### src/ilp_params.svh
`ifndef ILP_PARAMS_SVH
`define ILP_PARAMS_SVH

// ----------------------------------------------------------------------------
// Line and sample geometry
// ----------------------------------------------------------------------------
`define ILP_NUM_LINES      13
`define ILP_NUM_DIRECT     8
`define ILP_MASK_W         16
`define ILP_ADDR_W         16
`define ILP_AMASK_W        8
`define ILP_DUTY_W         10
`define ILP_TMO_W          8
`define ILP_PERIPH_W       4
`define ILP_SPI_W          4
`define ILP_CTS_BIT        0

// ----------------------------------------------------------------------------
// Line configuration codes and setting values
// ----------------------------------------------------------------------------
`define ILP_CODE_W         3
`define ILP_CODE_INPUT     3'h3
`define ILP_CODE_OUT_LOW   3'h4
`define ILP_CODE_OUT_HIGH  3'h5
`define ILP_SLEEP_W        3
`define ILP_SLEEP_OFF      3'h0
`define ILP_FWD_OFF        1'h0
`define ILP_BROADCAST      16'hFFFF

// ----------------------------------------------------------------------------
// Timing
// ----------------------------------------------------------------------------
`define ILP_CLK_PERIOD_NS  10
`define ILP_TMO_UNIT_MS    100
`define ILP_TICK_W         24
`define ILP_TICK_CYCLES    ((`ILP_TMO_UNIT_MS * 1000000) / `ILP_CLK_PERIOD_NS)

`endif

### src/ilp_pkg.sv
package ilp_pkg;
  `include "ilp_params.svh"

  // --------------------------------------------------------------------------
  // Shared types
  // --------------------------------------------------------------------------
  typedef logic [`ILP_DUTY_W-1:0] ilp_duty_t;

  typedef struct packed {
    logic [`ILP_TMO_W-1:0] cnt;
    logic                  active;
    logic                  expire;
  } ilp_tmr_t;

  typedef struct packed {
    logic [1:0] pipe;
  } ilp_rst_t;

  typedef struct packed {
    logic [`ILP_TICK_W-1:0]     tick_cnt;
    logic                       tick;
    logic                       asleep_d;
    logic [`ILP_NUM_LINES-1:0]  pass_act;
    logic [`ILP_NUM_LINES-1:0]  pass_lvl;
    logic [`ILP_NUM_LINES-1:0]  line_lvl;
    logic [`ILP_NUM_LINES-1:0]  line_oe_n;
    logic [`ILP_NUM_LINES-1:0]  pull_en;
    logic [`ILP_NUM_LINES-1:0]  pull_up;
    logic [`ILP_NUM_DIRECT-1:0] ovr_act;
    logic [`ILP_NUM_DIRECT-1:0] ovr_lvl;
    ilp_duty_t                  duty0_val;
    ilp_duty_t                  duty1_val;
    ilp_duty_t                  duty0_out;
    ilp_duty_t                  duty1_out;
    logic [1:0]                 duty_pass;
    logic                       frame_emit;
    logic                       change_req;
    logic [`ILP_PERIPH_W-1:0]   periph;
    logic [`ILP_SPI_W-1:0]      spi;
  } ilp_state_t;
endpackage : ilp_pkg

### src/ilp_pass.sv
// Contract
// - A remote input drives only the same-numbered output (4 or 5).
// - Each passable line has its own timeout; expiry returns it to its direct level, else config.
// - Only D and P group lines pass; UART and SPI pins never do.
// - Only samples from the filter address change outputs.
// - Filter value 0xFFFF accepts samples from every source.
// - Outputs update the same way in framed and transparent host mode.
// - Framed mode forwards samples unless forwarding is off for matches.
// - Non-matching samples are always forwarded in framed mode.
// - Remote ADC 0 and 1 drive local duty outputs 0 and 1.
// - One shared analog timeout returns both duty outputs to presets.
// - Direct level command sets lines 0-7 persistently, no timeout.
// - A direct level change requests a change-detect sample.
// - While asleep, output lines hold; others follow pull settings.
// - Asleep: peripheral pins low except clear-to-send, SPI pins high.
// - Passed levels hold in sleep; their timers pause and resume.
// - Duty outputs are low while asleep and resume on wake.
// - On wake, passed duty outputs revert to presets regardless of timer.
// - Sample carries a 16-bit digital mask and matching data word.
`timescale 1ns/10ps
`include "ilp_params.svh"

module ilp_pass #(
  parameter logic [`ILP_TICK_W-1:0] TICK_CYCLES =
    `ILP_TICK_W'(`ILP_TICK_CYCLES)
) (
  // Clock and reset.
  input  wire logic                                 CLK_SYS,
  input  wire logic                                 RST_N,
  // Received sample transaction.
  input  wire logic                                 SAMPLE_VALID,
  input  wire logic [`ILP_ADDR_W-1:0]               SAMPLE_SOURCE,
  input  wire logic [`ILP_MASK_W-1:0]               SAMPLE_DIGITAL_MASK,
  input  wire logic [`ILP_MASK_W-1:0]               SAMPLE_DIGITAL_DATA,
  input  wire logic [`ILP_AMASK_W-1:0]              SAMPLE_ANALOG_MASK,
  input  ilp_pkg::ilp_duty_t                        SAMPLE_ANALOG_ZERO,
  input  ilp_pkg::ilp_duty_t                        SAMPLE_ANALOG_ONE,
  // Host interface configuration.
  input  wire logic                                 API_MODE,
  input  wire logic                                 SERIAL_SAMPLE_FORWARD,
  input  wire logic [`ILP_ADDR_W-1:0]               SOURCE_FILTER_ADDRESS,
  // Digital line configuration.
  input  wire logic [`ILP_NUM_LINES*`ILP_CODE_W-1:0] LINE_CONFIG,
  input  wire logic [`ILP_NUM_LINES*`ILP_TMO_W-1:0]  DIGITAL_TIMEOUTS,
  input  wire logic [`ILP_NUM_LINES-1:0]            PULL_UP_ENABLES,
  input  wire logic [`ILP_NUM_LINES-1:0]            PULL_DIRECTION,
  // Duty output configuration.
  input  wire logic [1:0]                           DUTY_ENABLE,
  input  ilp_pkg::ilp_duty_t                        DUTY_PRESET_ZERO,
  input  ilp_pkg::ilp_duty_t                        DUTY_PRESET_ONE,
  input  wire logic [`ILP_TMO_W-1:0]                ANALOG_PASS_TIMEOUT,
  // Direct level command.
  input  wire logic                                 LEVEL_WRITE,
  input  wire logic [`ILP_NUM_DIRECT-1:0]           LEVEL_VALUES,
  // Sleep control.
  input  wire logic [`ILP_SLEEP_W-1:0]              SLEEP_SELECT,
  input  wire logic                                 SLEEP_ACTIVE,
  // Peripheral pin sources in normal operation.
  input  wire logic [`ILP_PERIPH_W-1:0]             PERIPH_NORMAL,
  input  wire logic [`ILP_SPI_W-1:0]                SPI_NORMAL,
  // Digital line pins.
  output logic [`ILP_NUM_LINES-1:0]                 LINE_OUT,
  output logic [`ILP_NUM_LINES-1:0]                 LINE_OE_N,
  output logic [`ILP_NUM_LINES-1:0]                 LINE_PULL_EN,
  output logic [`ILP_NUM_LINES-1:0]                 LINE_PULL_UP,
  // Duty output levels.
  output ilp_pkg::ilp_duty_t                        DUTY_OUTPUT_ZERO,
  output ilp_pkg::ilp_duty_t                        DUTY_OUTPUT_ONE,
  // Peripheral pins.
  output logic [`ILP_PERIPH_W-1:0]                  PERIPH_OUT,
  output logic [`ILP_SPI_W-1:0]                     SPI_OUT,
  // Serial and sampling requests.
  output logic                                      FRAME_EMIT,
  output logic                                      CHANGE_SAMPLE_REQ
);
  import ilp_pkg::*;

  localparam int NL = `ILP_NUM_LINES;
  localparam int ND = `ILP_NUM_DIRECT;
  localparam logic [`ILP_PERIPH_W-1:0] CTS_KEEP =
    `ILP_PERIPH_W'(1) << `ILP_CTS_BIT;
  localparam logic [NL-1:0] DIRECT_LINES = NL'({ND{1'b1}});

  // --------------------------------------------------------------------------
  // Reset release and shared decode
  // --------------------------------------------------------------------------
  logic            rst_n;
  logic            match;
  logic            accept;
  logic            asleep;
  logic            wake;
  logic            a_start;
  logic            a_expire;
  logic [NL-1:0]   is_out;
  logic [NL-1:0]   cfg_high;
  logic [NL-1:0]   d_start;
  logic [NL-1:0]   d_expire;

  ilp_state_t s;
  ilp_state_t n;

  ilp_rst_sync u_rst (
    .clk       (CLK_SYS),
    .rst_in_n  (RST_N),
    .rst_out_n (rst_n)
  );

  // Filter and sleep qualifiers; host mode takes no part in acceptance.
  assign match  = (SOURCE_FILTER_ADDRESS == `ILP_BROADCAST) ||
                  (SAMPLE_SOURCE == SOURCE_FILTER_ADDRESS);
  assign accept = SAMPLE_VALID && match;
  assign asleep = SLEEP_ACTIVE && (SLEEP_SELECT != `ILP_SLEEP_OFF);
  assign wake   = s.asleep_d && !asleep;

  // Analog restart when either enabled duty output takes a new value.
  assign a_start = accept &&
                   ((SAMPLE_ANALOG_MASK[0] && DUTY_ENABLE[0]) ||
                    (SAMPLE_ANALOG_MASK[1] && DUTY_ENABLE[1]));

  // --------------------------------------------------------------------------
  // Per-line decode and timers
  // --------------------------------------------------------------------------
  // Mask bits above the last passable line belong to UART and SPI pins and
  // are simply never looked at.
  genvar g;
  generate
    for (g = 0; g < NL; g = g + 1) begin : g_line
      logic [`ILP_CODE_W-1:0] code;
      assign code = LINE_CONFIG[g*`ILP_CODE_W +: `ILP_CODE_W];
      assign is_out[g]   = (code == `ILP_CODE_OUT_LOW) ||
                           (code == `ILP_CODE_OUT_HIGH);
      assign cfg_high[g] = (code == `ILP_CODE_OUT_HIGH);
      assign d_start[g]  = accept && SAMPLE_DIGITAL_MASK[g] &&
                           is_out[g];
      ilp_timeout u_tmo (
        .clk     (CLK_SYS),
        .rst_n   (rst_n),
        .start   (d_start[g]),
        .setting (DIGITAL_TIMEOUTS[g*`ILP_TMO_W +: `ILP_TMO_W]),
        .tick    (s.tick),
        .expire  (d_expire[g])
      );
    end
  endgenerate

  // The two duty outputs share one timer, so a sample for either restarts
  // the hold of both.
  ilp_timeout u_tmo_analog (
    .clk     (CLK_SYS),
    .rst_n   (rst_n),
    .start   (a_start),
    .setting (ANALOG_PASS_TIMEOUT),
    .tick    (s.tick),
    .expire  (a_expire)
  );

  // --------------------------------------------------------------------------
  // Next state
  // --------------------------------------------------------------------------
  always_comb begin
    logic [NL-1:0] ovr_act_x;
    logic [NL-1:0] ovr_lvl_x;
    ovr_act_x = '0;
    ovr_lvl_x = '0;
    n         = s;
    n.tick    = 1'b0;

    // Timeout prescaler stands still while asleep, which pauses every timer.
    if (!asleep) begin
      if (s.tick_cnt == TICK_CYCLES - 1'b1) begin
        n.tick_cnt = '0;
        n.tick     = 1'b1;
      end else begin
        n.tick_cnt = s.tick_cnt + 1'b1;
      end
    end
    n.asleep_d = asleep;

    // Expiry is applied before new samples so a sample in the same cycle
    // wins and its level is not lost.
    n.pass_act = s.pass_act & ~d_expire;
    for (int i = 0; i < NL; i++) begin
      if (d_start[i]) begin
        n.pass_act[i] = 1'b1;
        n.pass_lvl[i] = SAMPLE_DIGITAL_DATA[i];
      end
    end

    // Direct levels persist and cancel any pending passed level.
    if (LEVEL_WRITE) begin
      for (int i = 0; i < ND; i++) begin
        if (is_out[i]) begin
          n.ovr_act[i]  = 1'b1;
          n.ovr_lvl[i]  = LEVEL_VALUES[i];
          n.pass_act[i] = 1'b0;
        end
      end
    end

    // A line leaving output mode forgets both passed and direct levels.
    n.pass_act = n.pass_act & is_out;
    n.ovr_act  = n.ovr_act & is_out[ND-1:0];
    ovr_act_x  = NL'(n.ovr_act);
    ovr_lvl_x  = NL'(n.ovr_lvl);

    // Effective pin level: passed level, else direct level, else config.
    for (int i = 0; i < NL; i++) begin
      if (n.pass_act[i]) begin
        n.line_lvl[i] = n.pass_lvl[i];
      end else if (ovr_act_x[i]) begin
        n.line_lvl[i] = ovr_lvl_x[i];
      end else begin
        n.line_lvl[i] = cfg_high[i];
      end
    end
    n.line_oe_n = ~is_out;
    n.pull_en   = PULL_UP_ENABLES & ~is_out;
    n.pull_up   = PULL_DIRECTION;

    // Change-detect request only when the command really moved a level.
    n.change_req = LEVEL_WRITE &&
                   (|((n.line_lvl ^ s.line_lvl) & is_out &
                      DIRECT_LINES));

    // Duty outputs: expiry and wake revert, then new samples apply.
    if (a_expire) begin
      n.duty_pass = 2'b00;
    end
    if (wake) begin
      n.duty_pass = 2'b00;
    end
    if (accept && SAMPLE_ANALOG_MASK[0] && DUTY_ENABLE[0]) begin
      n.duty_pass[0] = 1'b1;
      n.duty0_val    = SAMPLE_ANALOG_ZERO;
    end
    if (accept && SAMPLE_ANALOG_MASK[1] && DUTY_ENABLE[1]) begin
      n.duty_pass[1] = 1'b1;
      n.duty1_val    = SAMPLE_ANALOG_ONE;
    end
    n.duty_pass = n.duty_pass & DUTY_ENABLE;
    if (asleep || !DUTY_ENABLE[0]) begin
      n.duty0_out = '0;
    end else begin
      n.duty0_out = n.duty_pass[0] ? n.duty0_val : DUTY_PRESET_ZERO;
    end
    if (asleep || !DUTY_ENABLE[1]) begin
      n.duty1_out = '0;
    end else begin
      n.duty1_out = n.duty_pass[1] ? n.duty1_val : DUTY_PRESET_ONE;
    end

    // Peripheral pins park at low-current levels while asleep.
    if (asleep) begin
      n.periph = PERIPH_NORMAL & CTS_KEEP;
      n.spi    = '1;
    end else begin
      n.periph = PERIPH_NORMAL;
      n.spi    = SPI_NORMAL;
    end

    // Matching samples may be withheld; foreign ones always go out in framed mode.
    n.frame_emit = SAMPLE_VALID && API_MODE &&
                   (!match ||
                    (SERIAL_SAMPLE_FORWARD != `ILP_FWD_OFF));
  end

  // --------------------------------------------------------------------------
  // State register
  // --------------------------------------------------------------------------
  always_ff @(posedge CLK_SYS or negedge rst_n) begin
    if (!rst_n) begin
      s           <= '0;
      s.line_oe_n <= '1;
    end else begin
      s <= n;
    end
  end

  // --------------------------------------------------------------------------
  // Outputs
  // --------------------------------------------------------------------------
  assign LINE_OUT          = s.line_lvl;
  assign LINE_OE_N         = s.line_oe_n;
  assign LINE_PULL_EN      = s.pull_en;
  assign LINE_PULL_UP      = s.pull_up;
  assign DUTY_OUTPUT_ZERO  = s.duty0_out;
  assign DUTY_OUTPUT_ONE   = s.duty1_out;
  assign PERIPH_OUT        = s.periph;
  assign SPI_OUT           = s.spi;
  assign FRAME_EMIT        = s.frame_emit;
  assign CHANGE_SAMPLE_REQ = s.change_req;
endmodule : ilp_pass

### src/ilp_rst_sync.sv
`timescale 1ns/10ps
`include "ilp_params.svh"

module ilp_rst_sync (
  // Clock and raw reset.
  input  wire logic clk,
  input  wire logic rst_in_n,
  // Released reset.
  output logic      rst_out_n
);
  import ilp_pkg::*;

  ilp_rst_t s;
  ilp_rst_t n;

  // Shift ones in after release so the deassertion is clean on the clock.
  always_comb begin
    n      = s;
    n.pipe = {s.pipe[0], 1'b1};
  end

  // Assertion is immediate; only the release waits two edges.
  always_ff @(posedge clk or negedge rst_in_n) begin
    if (!rst_in_n) begin
      s <= '0;
    end else begin
      s <= n;
    end
  end

  assign rst_out_n = s.pipe[1];
endmodule : ilp_rst_sync

### src/ilp_timeout.sv
`timescale 1ns/10ps
`include "ilp_params.svh"

module ilp_timeout (
  // Clock and reset.
  input  wire logic                  clk,
  input  wire logic                  rst_n,
  // Control.
  input  wire logic                  start,
  input  wire logic [`ILP_TMO_W-1:0] setting,
  input  wire logic                  tick,
  // Result.
  output logic                       expire
);
  import ilp_pkg::*;

  ilp_tmr_t s;
  ilp_tmr_t n;

  // A restart wins over a tick in the same cycle, so a fresh sample always
  // gets its full hold time. A zero setting never arms the timer.
  always_comb begin
    n        = s;
    n.expire = 1'b0;
    if (start) begin
      n.cnt    = setting;
      n.active = (setting != '0);
    end else if (s.active && tick) begin
      n.cnt = s.cnt - 1'b1;
      if (s.cnt == `ILP_TMO_W'(1)) begin
        n.active = 1'b0;
        n.expire = 1'b1;
      end
    end
  end

  // State register.
  always_ff @(posedge clk or negedge rst_n) begin
    if (!rst_n) begin
      s <= '0;
    end else begin
      s <= n;
    end
  end

  assign expire = s.expire;
endmodule : ilp_timeout
### config.mk
export PLATFORM = sky130hd
export DESIGN_NAME = ilp_pass
export DESIGN_NICKNAME = d
export VERILOG_FILES = /design/src/ilp_pkg.sv /design/src/ilp_pass.sv /design/src/ilp_rst_sync.sv /design/src/ilp_timeout.sv
export VERILOG_INCLUDE_DIRS = /design/src
export SDC_FILE = /design/constraint.sdc
export NUM_CORES = 1
export LEC_CHECK = 0
export ABC_AREA = 1
export BUFFER_PORTS_ARGS = -buffer_cell sky130_fd_sc_hd__buf_2
export CORE_UTILIZATION = 59
export CTS_CLUSTER_SIZE = 25
export DETAILED_ROUTE_END_ITERATION = 10
export PLACE_DENSITY_LB_ADDON = 0.3
export SYNTH_ARGS = -nofsm -noshare
export SYNTH_HDL_FRONTEND = slang
export SYNTH_SLANG_ARGS = --single-unit
### constraint.sdc
create_clock -name CLK_SYS -period 26 [get_ports CLK_SYS]
set_input_delay 1.3 -clock CLK_SYS [delete_from_list [all_inputs] [get_ports CLK_SYS]]
set_output_delay 1.3 -clock CLK_SYS [all_outputs]
set_load 0.05 [all_outputs]
-- After elaboration in Yosys (flattened, before gate mapping)
Index checks and enable logic that the tools add are counted.
Widths: inputs -> output; s select.
- register bits: 314
- output and inout port bits: 82
- add/sub/neg operators: 15
- muxes and demuxes: 143
- reduce and logical (&&, ||, !) cells: 133
- bitwise gates (word level): 9
- eq/ne operators: 43
- operators by type and width (cell ; number):
    $mux 10 ; 20
    $mux 9 ; 14
    $eq 8x1->1 const B ; 14
    $reduce_bool 8->1 ; 14
    $sub 8x1->8 const B ; 14
    $mux 1 ; 89
    $eq 3x3->1 const B ; 26
    $reduce_bool 2->1 ; 28
    $logic_and 1x1->1 ; 53
    $and 13x13->13 ; 3
    $mux 2 ; 16
    $reduce_and 2->1 ; 14
    $not 13->13 ; 2
    $add 24x1->24 const B ; 1
    $eq 24x24->1 const B ; 1
    $mux 24 ; 1
    $logic_or 1x1->1 ; 18
    $and 8x8->8 ; 2
    $eq 16x16->1 ; 1
    $eq 16x16->1 const B ; 1
    $mux 16 ; 1
    $mux 8 ; 2
    $reduce_or 8->1 ; 1
    $xor 8x8->8 ; 1
    other kinds (3) ; 6

-- Logic depth before layout (Yosys ltp)
Gate-level depths: netlist of the first run.
- word-level depth: 14
- mapped depth: 20
- gate-level depth less buffers: 19

-- Cells and area by module
Synthesis of the first run repeated with hierarchy kept, for this count alone.
- cell total of the unflattened synthesis: 2376
- area total of the unflattened synthesis: 18320.1 um^2
- modules (own cells, without submodules) (module ; area an instance (um^2) ; cells an instance ; instances):
    ilp_timeout ; 698.2 ; 96 ; 14
    ilp_pass ; 8491.9 ; 1029 ; 1
    ilp_rst_sync ; 53.8 ; 3 ; 1

-- Least setup slack after synthesis of the first run
Ideal clock, no wire load.
- kind: input -> register
- from: input port SLEEP_SELECT[1]
- to: register s[170] (netlist bit)
- required time: 25.914 ns
- buffers on the path: 0
- setup slack: 23.191 ns
- stages on the path: 13
- arrival time: 2.723 ns
- setup time: 0.086 ns
- cells stage by stage: o31ai_4 nand2_4 nor2_4 nand2_2 nor2_4 nand2_2 nor2_4 nand2_2 clkinv_2 nand3_4 nor2_2 a21oi_1 nor3_1
- longest elaborated chain between the ends: 2
- RTL lines (what ; line ; source):
    from (decl) ; ilp_pass.sv:56 ; input wire logic [`ILP_SLEEP_W-1:0] SLEEP_SELECT,
    $reduce_bool 3->1 (no line) ; -- ;
    $logic_and 1x1->1 ; ilp_pass.sv:112 ; assign asleep = SLEEP_ACTIVE && (SLEEP_SELECT != `ILP_SLEEP_OFF);
    to (signal assigned) ; ilp_pass.sv:275 ; s <= n;
    to (decl) ; ilp_pass.sv:99 ; ilp_state_t s;
Every way passes these cells.
A chain may end at the register's enable or synchronous reset.

-- Worst setup path in the final report of the first run
- from: input port SOURCE_FILTER_ADDRESS[13]
- to: register g_line[10].u_tmo.s[5] (netlist bit)
- longest elaborated chain between the ends: 6
- RTL lines (what ; line ; source):
    from (decl) ; ilp_pass.sv:41 ; input wire logic [`ILP_ADDR_W-1:0] SOURCE_FILTER_ADDRESS,
    $eq 16x16->1, on equally long branches ; -- ;
    $logic_or 1x1->1 (*) ; ilp_pass.sv:109 ; assign match = (SOURCE_FILTER_ADDRESS == `ILP_BROADCAST) ||
    $logic_and 1x1->1 (*) ; ilp_pass.sv:111 ; assign accept = SAMPLE_VALID && match;
    $logic_and 1x1->1 (*) (2 in a row) ; ilp_pass.sv:133 ; assign d_start[g] = accept && SAMPLE_DIGITAL_MASK[g] &&
    $mux 9 or $reduce_bool 2->1 (tied branches) ; -- ;
    to (signal assigned) ; ilp_timeout.sv:42 ; s <= n;
    to (decl) ; ilp_timeout.sv:17 ; ilp_tmr_t s;
Every way passes the cells marked *; elsewhere a longest branch is shown, timed or not.

==> flow_metrics.env, run 1 <==
export IMPL_synth_distinct_cells=60
export IMPL_clock_power_share=0.450
export IMPL_vdd_drop_max_v=0.00006045
export IMPL_pin_count=399
export IMPL_fin_hold_ws_ns=0.2709
export IMPL_yosysWarningCount=0
export IMPL_cp_start_kind="primary input"
export IMPL_fin_util=0.7089
export IMPL_fp_dieH_um=171.4
export IMPL_power_leakage_uw=0.01060
export IMPL_hold_viol_final=0
export IMPL_gp_congestion=0.8923
export IMPL_fin_nets=2792
export IMPL_setup_ws_ns=22.24
export IMPL_portBuffers=386
export IMPL_place_inst=2786
export IMPL_combPwrFrac=0.109
export IMPL_ant_nets=0
export IMPL_track_usage=0.2809
export IMPL_vias_per_cell=5.353
export IMPL_synth_seq_area_share=0.4648
export IMPL_sequentialPowerShare=0.441
export IMPL_hp_class="flip-flop to asynchronous set/reset pin"
export IMPL_critPathArrivalTime_ns=4.10
export IMPL_grt_max_degree=79
export IMPL_clk_insertion_delay_late_ns=0.51
export IMPL_clock_path_buffers=3
export IMPL_drtIter0Drc=1054
export IMPL_cts_htree_levels=2
export IMPL_setup_violations=0
export IMPL_wl_per_cell_um=14.58
export IMPL_via_count=15287
export IMPL_rows=61
export IMPL_die_w_um=171.4
export IMPL_fin_tns_setup_ns=0
export IMPL_status="finished, final reports clean"
export IMPL_grt_remaining_overflow=0
export IMPL_root_buffer="clkbuf_16"
export IMPL_drt_drc_violations_left=0
export IMPL_fillers=2248
export IMPL_synth_avg_cell_area_um2=7.897
export IMPL_worstPathMaxFanout=15
export IMPL_dp_slack_ns=21.48
export IMPL_syn_inst=2145
export IMPL_synthesis_area_um2=16940
export IMPL_layout_cells_non_filler=2856
export IMPL_synth_nets=2491
export IMPL_crit_required_ns=26.34
export IMPL_hold_buffers=0
export IMPL_path_clk_slew_ns=0.06
export IMPL_tightest_slew_ns=1.045
export IMPL_switching_share=0.2530
export IMPL_final_common_cell="nand2_1"
export IMPL_max_slew_margin=0.3030
export IMPL_cp_end_kind="flip-flop"
export IMPL_synth_seq_cells=314
export IMPL_grt_pass1_vias=14473
export IMPL_antenna_found_initial=9
export IMPL_timing_final_crit_share=0.1445
export IMPL_cap_violations=0
export IMPL_finalMaxSlewViolations=0
export IMPL_finalClockSkew_ns=0.01047
export IMPL_r2r_setup_slack_ns=22.84
export IMPL_syn_to_final_growth_pct=17.22
export IMPL_powerDensity_nw_per_um2=60.01
export IMPL_rr_startpoint="u_rst.s[1]"
export IMPL_r2r_end="g_line[12].u_tmo.s[7]"
export IMPL_numCtsBuffers=36
export IMPL_fmax_mhz=266.1
export IMPL_p_int_uw=890.0
export IMPL_cts_tree="yes"
export IMPL_post_cts_buffers=0
export IMPL_drt_pre_antenna_iters=6
export IMPL_most_common_layout_cells="nand2_1, buf_2, inv_1"
export IMPL_start_util=0.6048
export IMPL_fin_crit_ns=3.758
export IMPL_wirelength_um=41640
export IMPL_rsz0062_at_grt="false"
export IMPL_switchingPower_uw=301.5
export IMPL_reg2regPathDepth=3
export IMPL_core_area_um2=28010
export IMPL_dp_hpwl_um=30240
export IMPL_grt_first_pass_wirelength_um=66740
export IMPL_ctsResizeCount=0
export IMPL_critPathKind="primary input to flip-flop"
export IMPL_drive_gt1_frac=0.2084
export IMPL_die_area_um2=29390
export IMPL_cts_sinks=314
cells by family (layout without fill, tap and decap cells):
logic type / Yosys count / count (layout) / synth area share
and+or+nand+nor: 856 / 856 / 0.2245
buffers and inverters: 494 / 820 / 0.1295
AOI/OAI and AO/OA: 425 / 425 / 0.1456
DFF: 314 / 314 / 0.4648
adders and majority gates: 29 / 29 / 0.02142
xor gates and xnor gates: 18 / 18 / 0.009306
muxes: 8 / 8 / 0.004727
other: 1 / 8 / 0.0002214
stage by stage:
step / power (uW) / area [um^2]
3_5_place_dp: 663.1 / 18570
3_3_place_gp: 658.8 / 18570
4_1_cts: 1202 / 19840
2_1_floorplan: 620.9 / 16940
5_1_grt: 1240 / 19860
6_report: 1192 / 19860
critical path: stages:
cell and delay, ns:
buf_2 0.10, inv_1 0.04, nand2_1 0.04, nand2_1 0.05, nor2_1 0.10, nand2_1 0.07
nor2_1 0.11, nand2_1 0.07, nand2_2 0.42, nand2_2 0.07, buf_4 0.26, nor3_2 0.67
inv_1 0.38, nand2_1 0.26, o221ai_1 0.14
state kept, by name, summed over array words and instances, names as in the netlist, 2 cells and up:
name and cells:
DUTY_OUTPUT_ZERO 10, SPI_OUT 4, PERIPH_OUT 4, LINE_PULL_EN 13, u_tmo_analog.s 9, LINE_OUT 13, LINE_PULL_UP 13, s 90
g_line.u_tmo.expire 13, LINE_OE_N 13, u_rst.s 2, DUTY_OUTPUT_ONE 10, g_line.u_tmo.s 117
Yosys cell counts, drive strengths merged:
cell type / number / area share
a211oi: 5 / 0.0022
a21boi: 5 / 0.0027
a21oi: 110 / 0.033
a221oi: 1 / 0.00052
a311oi: 2 / 0.0010
a31o: 1 / 0.00052
a31oi: 4 / 0.0015
a32oi: 4 / 0.0021
buf: 96 / 0.041
clkbuf: 33 / 0.0074
clkinv: 2 / 0.00052
conb: 1 / 0.00022
dfrtp: 301 / 0.44
dfstp: 13 / 0.020
ha: 29 / 0.021
inv: 363 / 0.080
mux2i: 8 / 0.0047
nand2: 419 / 0.094
nand3: 125 / 0.040
nand3b: 12 / 0.0053
nand4: 24 / 0.0089
nor2: 194 / 0.045
nor3: 44 / 0.016
nor3b: 1 / 0.00044
nor4: 26 / 0.010
o211a: 1 / 0.00059
o211ai: 40 / 0.018
o21ai: 209 / 0.062
o221a: 1 / 0.00066
o221ai: 16 / 0.0083
o22ai: 5 / 0.0018
o311ai: 15 / 0.0078
o31ai: 5 / 0.0030
o41ai: 1 / 0.00052
or2: 5 / 0.0018
or4: 6 / 0.0027
xnor2: 6 / 0.0031
xor2: 12 / 0.0062
worst max path at each step:
stage / cells after the start / start / to
2_1_floorplan: 0 / u_rst.s[1] / CHANGE_SAMPLE_REQ
3_3_place_gp: 16 / SOURCE_FILTER_ADDRESS[13] / DUTY_OUTPUT_ZERO[1]
3_5_place_dp: 16 / SOURCE_FILTER_ADDRESS[13] / DUTY_OUTPUT_ZERO[7]
4_1_cts: 16 / SOURCE_FILTER_ADDRESS[13] / DUTY_OUTPUT_ZERO[7]
5_1_grt: 15 / SOURCE_FILTER_ADDRESS[6] / g_line[10].u_tmo.s[5]
6_report: 15 / SOURCE_FILTER_ADDRESS[13] / g_line[10].u_tmo.s[5]
metal layers:
metal / vias up / wire [um] / track usage
met5: - / 23 / 0
met4: 4 / 1573 / 0.1223
met3: 112 / 2775 / 0.05476
met2: 559 / 20260 / 0.4790
met1: 7069 / 17010 / 0.3460
li1: 7543 / - / -
final cells by class:
cell class	count	area, um^2	share of cell area
multi-input cells	1337	6877	0.3463
diodes	7	17.52	0.0008822
repair buffers	392	1977	0.09956
inverters	365	1371	0.06906
clock inverters	17	244.0	0.01229
well taps	378	473.0	0.02382
flip-flops and latches	314	7878	0.3967
clock buffers	46	1020	0.05135
power by group through the flow:
stage / logic (uW) / clock network [uW] / registers, uW
global placement: 126 / 0 / 533
global route: 144 / 568 / 528
floorplan: 83.5 / 0 / 537
finish: 130 / 536 / 525
detailed placement: 129 / 0 / 534
CTS: 130 / 547 / 525
No activity file was read; power rests on OpenSTA's default activity.
==> inputs of run 2 (changes only) <==
--- a/config.mk
+++ b/config.mk
@@ -6,9 +6,9 @@
 export SDC_FILE = /design/constraint.sdc
 export NUM_CORES = 1
 export LEC_CHECK = 0
-export ABC_AREA = 1
+export ABC_AREA = 0
 export BUFFER_PORTS_ARGS = -buffer_cell sky130_fd_sc_hd__buf_2
-export CORE_UTILIZATION = 59
+export CORE_UTILIZATION = 54
 export CTS_CLUSTER_SIZE = 25
 export DETAILED_ROUTE_END_ITERATION = 10
 export PLACE_DENSITY_LB_ADDON = 0.3
==> constraint.sdc (replaced) <==
create_clock -name CLK_SYS -period 3.7 [get_ports CLK_SYS]
set_input_delay 0.185 -clock CLK_SYS [delete_from_list [all_inputs] [get_ports CLK_SYS]]
set_output_delay 0.185 -clock CLK_SYS [all_outputs]
set_load 0.05 [all_outputs]
==> run 2 against run 1 <==
  * Sequential power grew to 6.9 times the previous value
  * Clock skew rose by 0.0017 ns
  * Sequential share of layout area shrank 1.8 points
  * Critical path type unchanged
  * Largest cell class unchanged
==> flow_metrics.env, run 2 <==
export IMPL_synthXorXnorAreaFrac=0.07931
export IMPL_most_common_layout_cells="buf_2, dfrtp_1, dlygate4sd3_1"
export IMPL_crit_required_ns=4.10
export IMPL_top_register="g_line.u_tmo.s"
export IMPL_die_area_um2=29310
export IMPL_cts_htree_levels=2
export IMPL_timing_final_crit_share=0.8525
export IMPL_drive_gt1_frac=0.2693
export IMPL_synth_nets=1850
export IMPL_worstPathMaxFanout=19
export IMPL_wirelength_um=44080
export IMPL_track_usage=0.3019
export IMPL_grt_max_degree=112
export IMPL_synth_async_reset_ratio=1.000
export IMPL_start_util=0.5519
export IMPL_hold_viol_final=0
export IMPL_critPathArrivalTime_ns=3.55
export IMPL_drt_pre_antenna_iters=5
export IMPL_clk_insertion_delay_late_ns=0.52
export IMPL_synth_compound_area_frac=0.08320
export IMPL_regArea_um2=7878
export IMPL_clock_path_buffers=3
export IMPL_power_leakage_uw=0.009375
export IMPL_synth_distinct_cells=65
export IMPL_finalClockSkew_ns=0.01215
export IMPL_path_cells="buf_2, nand4_1, or4_1, a21boi_4, nand4b_4, mux2_2, mux2i_1, nor2_1, dlygate4sd3_1"
export IMPL_final_common_cell="buf_2"
export IMPL_crit_slowest_cell="or4_1"
export IMPL_powerDensity_nw_per_um2=387.4
export IMPL_rows=61
export IMPL_setup_violations=0
export IMPL_fin_nets=2404
export IMPL_ys_flop_type="dfrtp_1"
export IMPL_cp_end_kind="flip-flop"
export IMPL_largestRegisters="g_line.u_tmo.s: 117 flops, s: 90 flops"
export IMPL_die_w_um=171.2
export IMPL_synth_edf_count=0
export IMPL_cts_tree="yes"
export IMPL_synthMuxAreaShare=0.06118
export IMPL_ys_top_cells_by_area="dfrtp_1, nor2_1, xor2_1, buf_4, xnor2_1"
export IMPL_synth_top_family_by_area="simple AND/OR/NAND/NOR gates"
export IMPL_cap_violations=0
export IMPL_syn_inst=1504
export IMPL_synth_seq_area_share=0.5093
export IMPL_fp_dieH_um=171.2
export IMPL_root_buffer="clkbuf_16"
export IMPL_yosysWarningCount=0
export IMPL_cp_start_kind="primary input"
export IMPL_ant_nets=0
export IMPL_wl_per_cell_um=17.87
export IMPL_syn_to_final_growth_pct=34.41
export IMPL_grt_first_pass_wirelength_um=69480
export IMPL_synth_top_area_share=0.4872
export IMPL_numCtsBuffers=34
export IMPL_cts_sinks=314
export IMPL_synth_seq_cells=314
export IMPL_synth_top_area_cell="dfrtp_1"
export IMPL_drt_drc_violations_left=0
export IMPL_synthesis_area_um2=15460
export IMPL_synth_avg_cell_area_um2=10.28
export IMPL_grt_remaining_overflow=0
export IMPL_ys_top_cells_by_count="dfrtp_1, nor2_1, nand2_1, a21oi_1, buf_4"
export IMPL_drtIter0Drc=1044
export IMPL_gp_congestion=0.8685
export IMPL_fin_crit_ns=3.154
export IMPL_multi_input_area_um2=6675
export IMPL_pin_count=399
export IMPL_vdd_drop_max_v=0.0002590
export IMPL_synth_fa_ha_area_frac=0.02347
export IMPL_layout_cells_non_filler=2467
export IMPL_place_inst=2167
export IMPL_ctsResizeCount=0
export IMPL_critPathKind="primary input to flip-flop"
export IMPL_max_slew_margin=0.4844
export IMPL_slowest_delay_ns=0.81
export IMPL_antenna_found_initial=6
export IMPL_synth_most_common_cell="dfrtp_1"
export IMPL_synth_simple_area_share=0.1834
export IMPL_path_clk_slew_ns=0.07
export IMPL_fin_tns_setup_ns=0
export IMPL_hp_class="primary input to flip-flop"
export IMPL_core_area_um2=28010
export IMPL_fillers=1823
export IMPL_vias_per_cell=5.417
export IMPL_status="finished, final reports clean"
export IMPL_rsz0062_at_grt="false"
export IMPL_dp_hpwl_um=26660
export IMPL_fmax_mhz=317.0
export IMPL_finalMaxSlewViolations=0
export IMPL_tightest_slew_ns=0.7715
export IMPL_grt_pass1_vias=13886
export IMPL_portBuffers=386
export IMPL_largest_reg_flops=117
export IMPL_via_count=13364
[run 2: metrics by stage]
stage	util	hold WS, ns	worst slack [ns]	total power, uW	instance area, um^2
final	0.7419	0.01729	0.5458	8051	20780
after global routing	0.7418	0.03230	0.3902	8330	20780
after CTS	0.7413	0.004353	0.6975	8052	20760
after detailed placement	0.6175	-0.02863	0.4129	4428	17300
after global placement	0.6175	-0.02977	0.4929	4410	17300
after floorplan	-	-0.1106	0.5894	4158	15460
[run 2: worst max-delay path, delay by kind of cell]
kind | cells | cell delay, ns
compound gates | 1 | 0.72
simple gates | 4 | 1.38
mux | 2 | 0.56
buf+inv | 2 | 0.67
[run 2: path summary, 6_finish.rpt]
path / to / cells after the start / slack, ns / start
worst min register to register: u_rst.s[1] / 0 / 0.35 / u_rst.s[0]
worst min-delay path: s[143] / 3 / 0.02 / LINE_CONFIG[31]
min in group asynchronous: g_line[1].u_tmo.s[6] / 0 / 0.37 / u_rst.s[1]
worst max-delay path: LINE_OUT[10] / 9 / 0.55 / SOURCE_FILTER_ADDRESS[10]
max in group asynchronous: s[170] / 1 / 2.27 / u_rst.s[1]
worst max register to register: g_line[4].u_tmo.s[7] / 6 / 1.32 / s[147]
[run 2: cell families after synthesis]
family                     after synthesis
buffers and inverters                  160
muxes                                   87
adders and majority gates               29
DFF                                    314
other                                    1
AOI/OAI and AO/OA                      211
xor gates and xnor gates               140
and+or+nand+nor                        562
[run 2: area by class of cell]
type	instances	share of cell area
Sequential cell	314	0.3791
Multi-Input combinational cell	1030	0.3212
Inverter	41	0.007406
Antenna cell	6	0.0007225
Tap cell	378	0.02276
Clock buffer	43	0.04546
Timing Repair Buffer	637	0.2141
Clock inverter	18	0.009212
[run 2: timing repair]
| item | CTS | global route |
|---|---|---|
| endpoints found under the setup margin | 0 | 0 |
| setup buffers | 0 | 0 |
| hold buffers | 233 | 0 |
| endpoints found under the hold margin | 227 | 0 |
[run 2: power by group]
part,switching (uW),internal [uW]
Combinational,536,432
Sequential,81.2,3540
Clock,1420,2030
[run 2: metal layers]
| layer | GRT usage | wire [um] | part of all wire | vias to the layer above |
|---|---|---|---|---|
| met5 | 0 | 11 | 0.00025 | - |
| met4 | 0.1607 | 2307 | 0.052 | 2 |
| met3 | 0.05131 | 2926 | 0.066 | 161 |
| met2 | 0.5214 | 21680 | 0.49 | 611 |
| met1 | 0.3611 | 17150 | 0.39 | 6383 |
| li1 | - | - | - | 6207 |
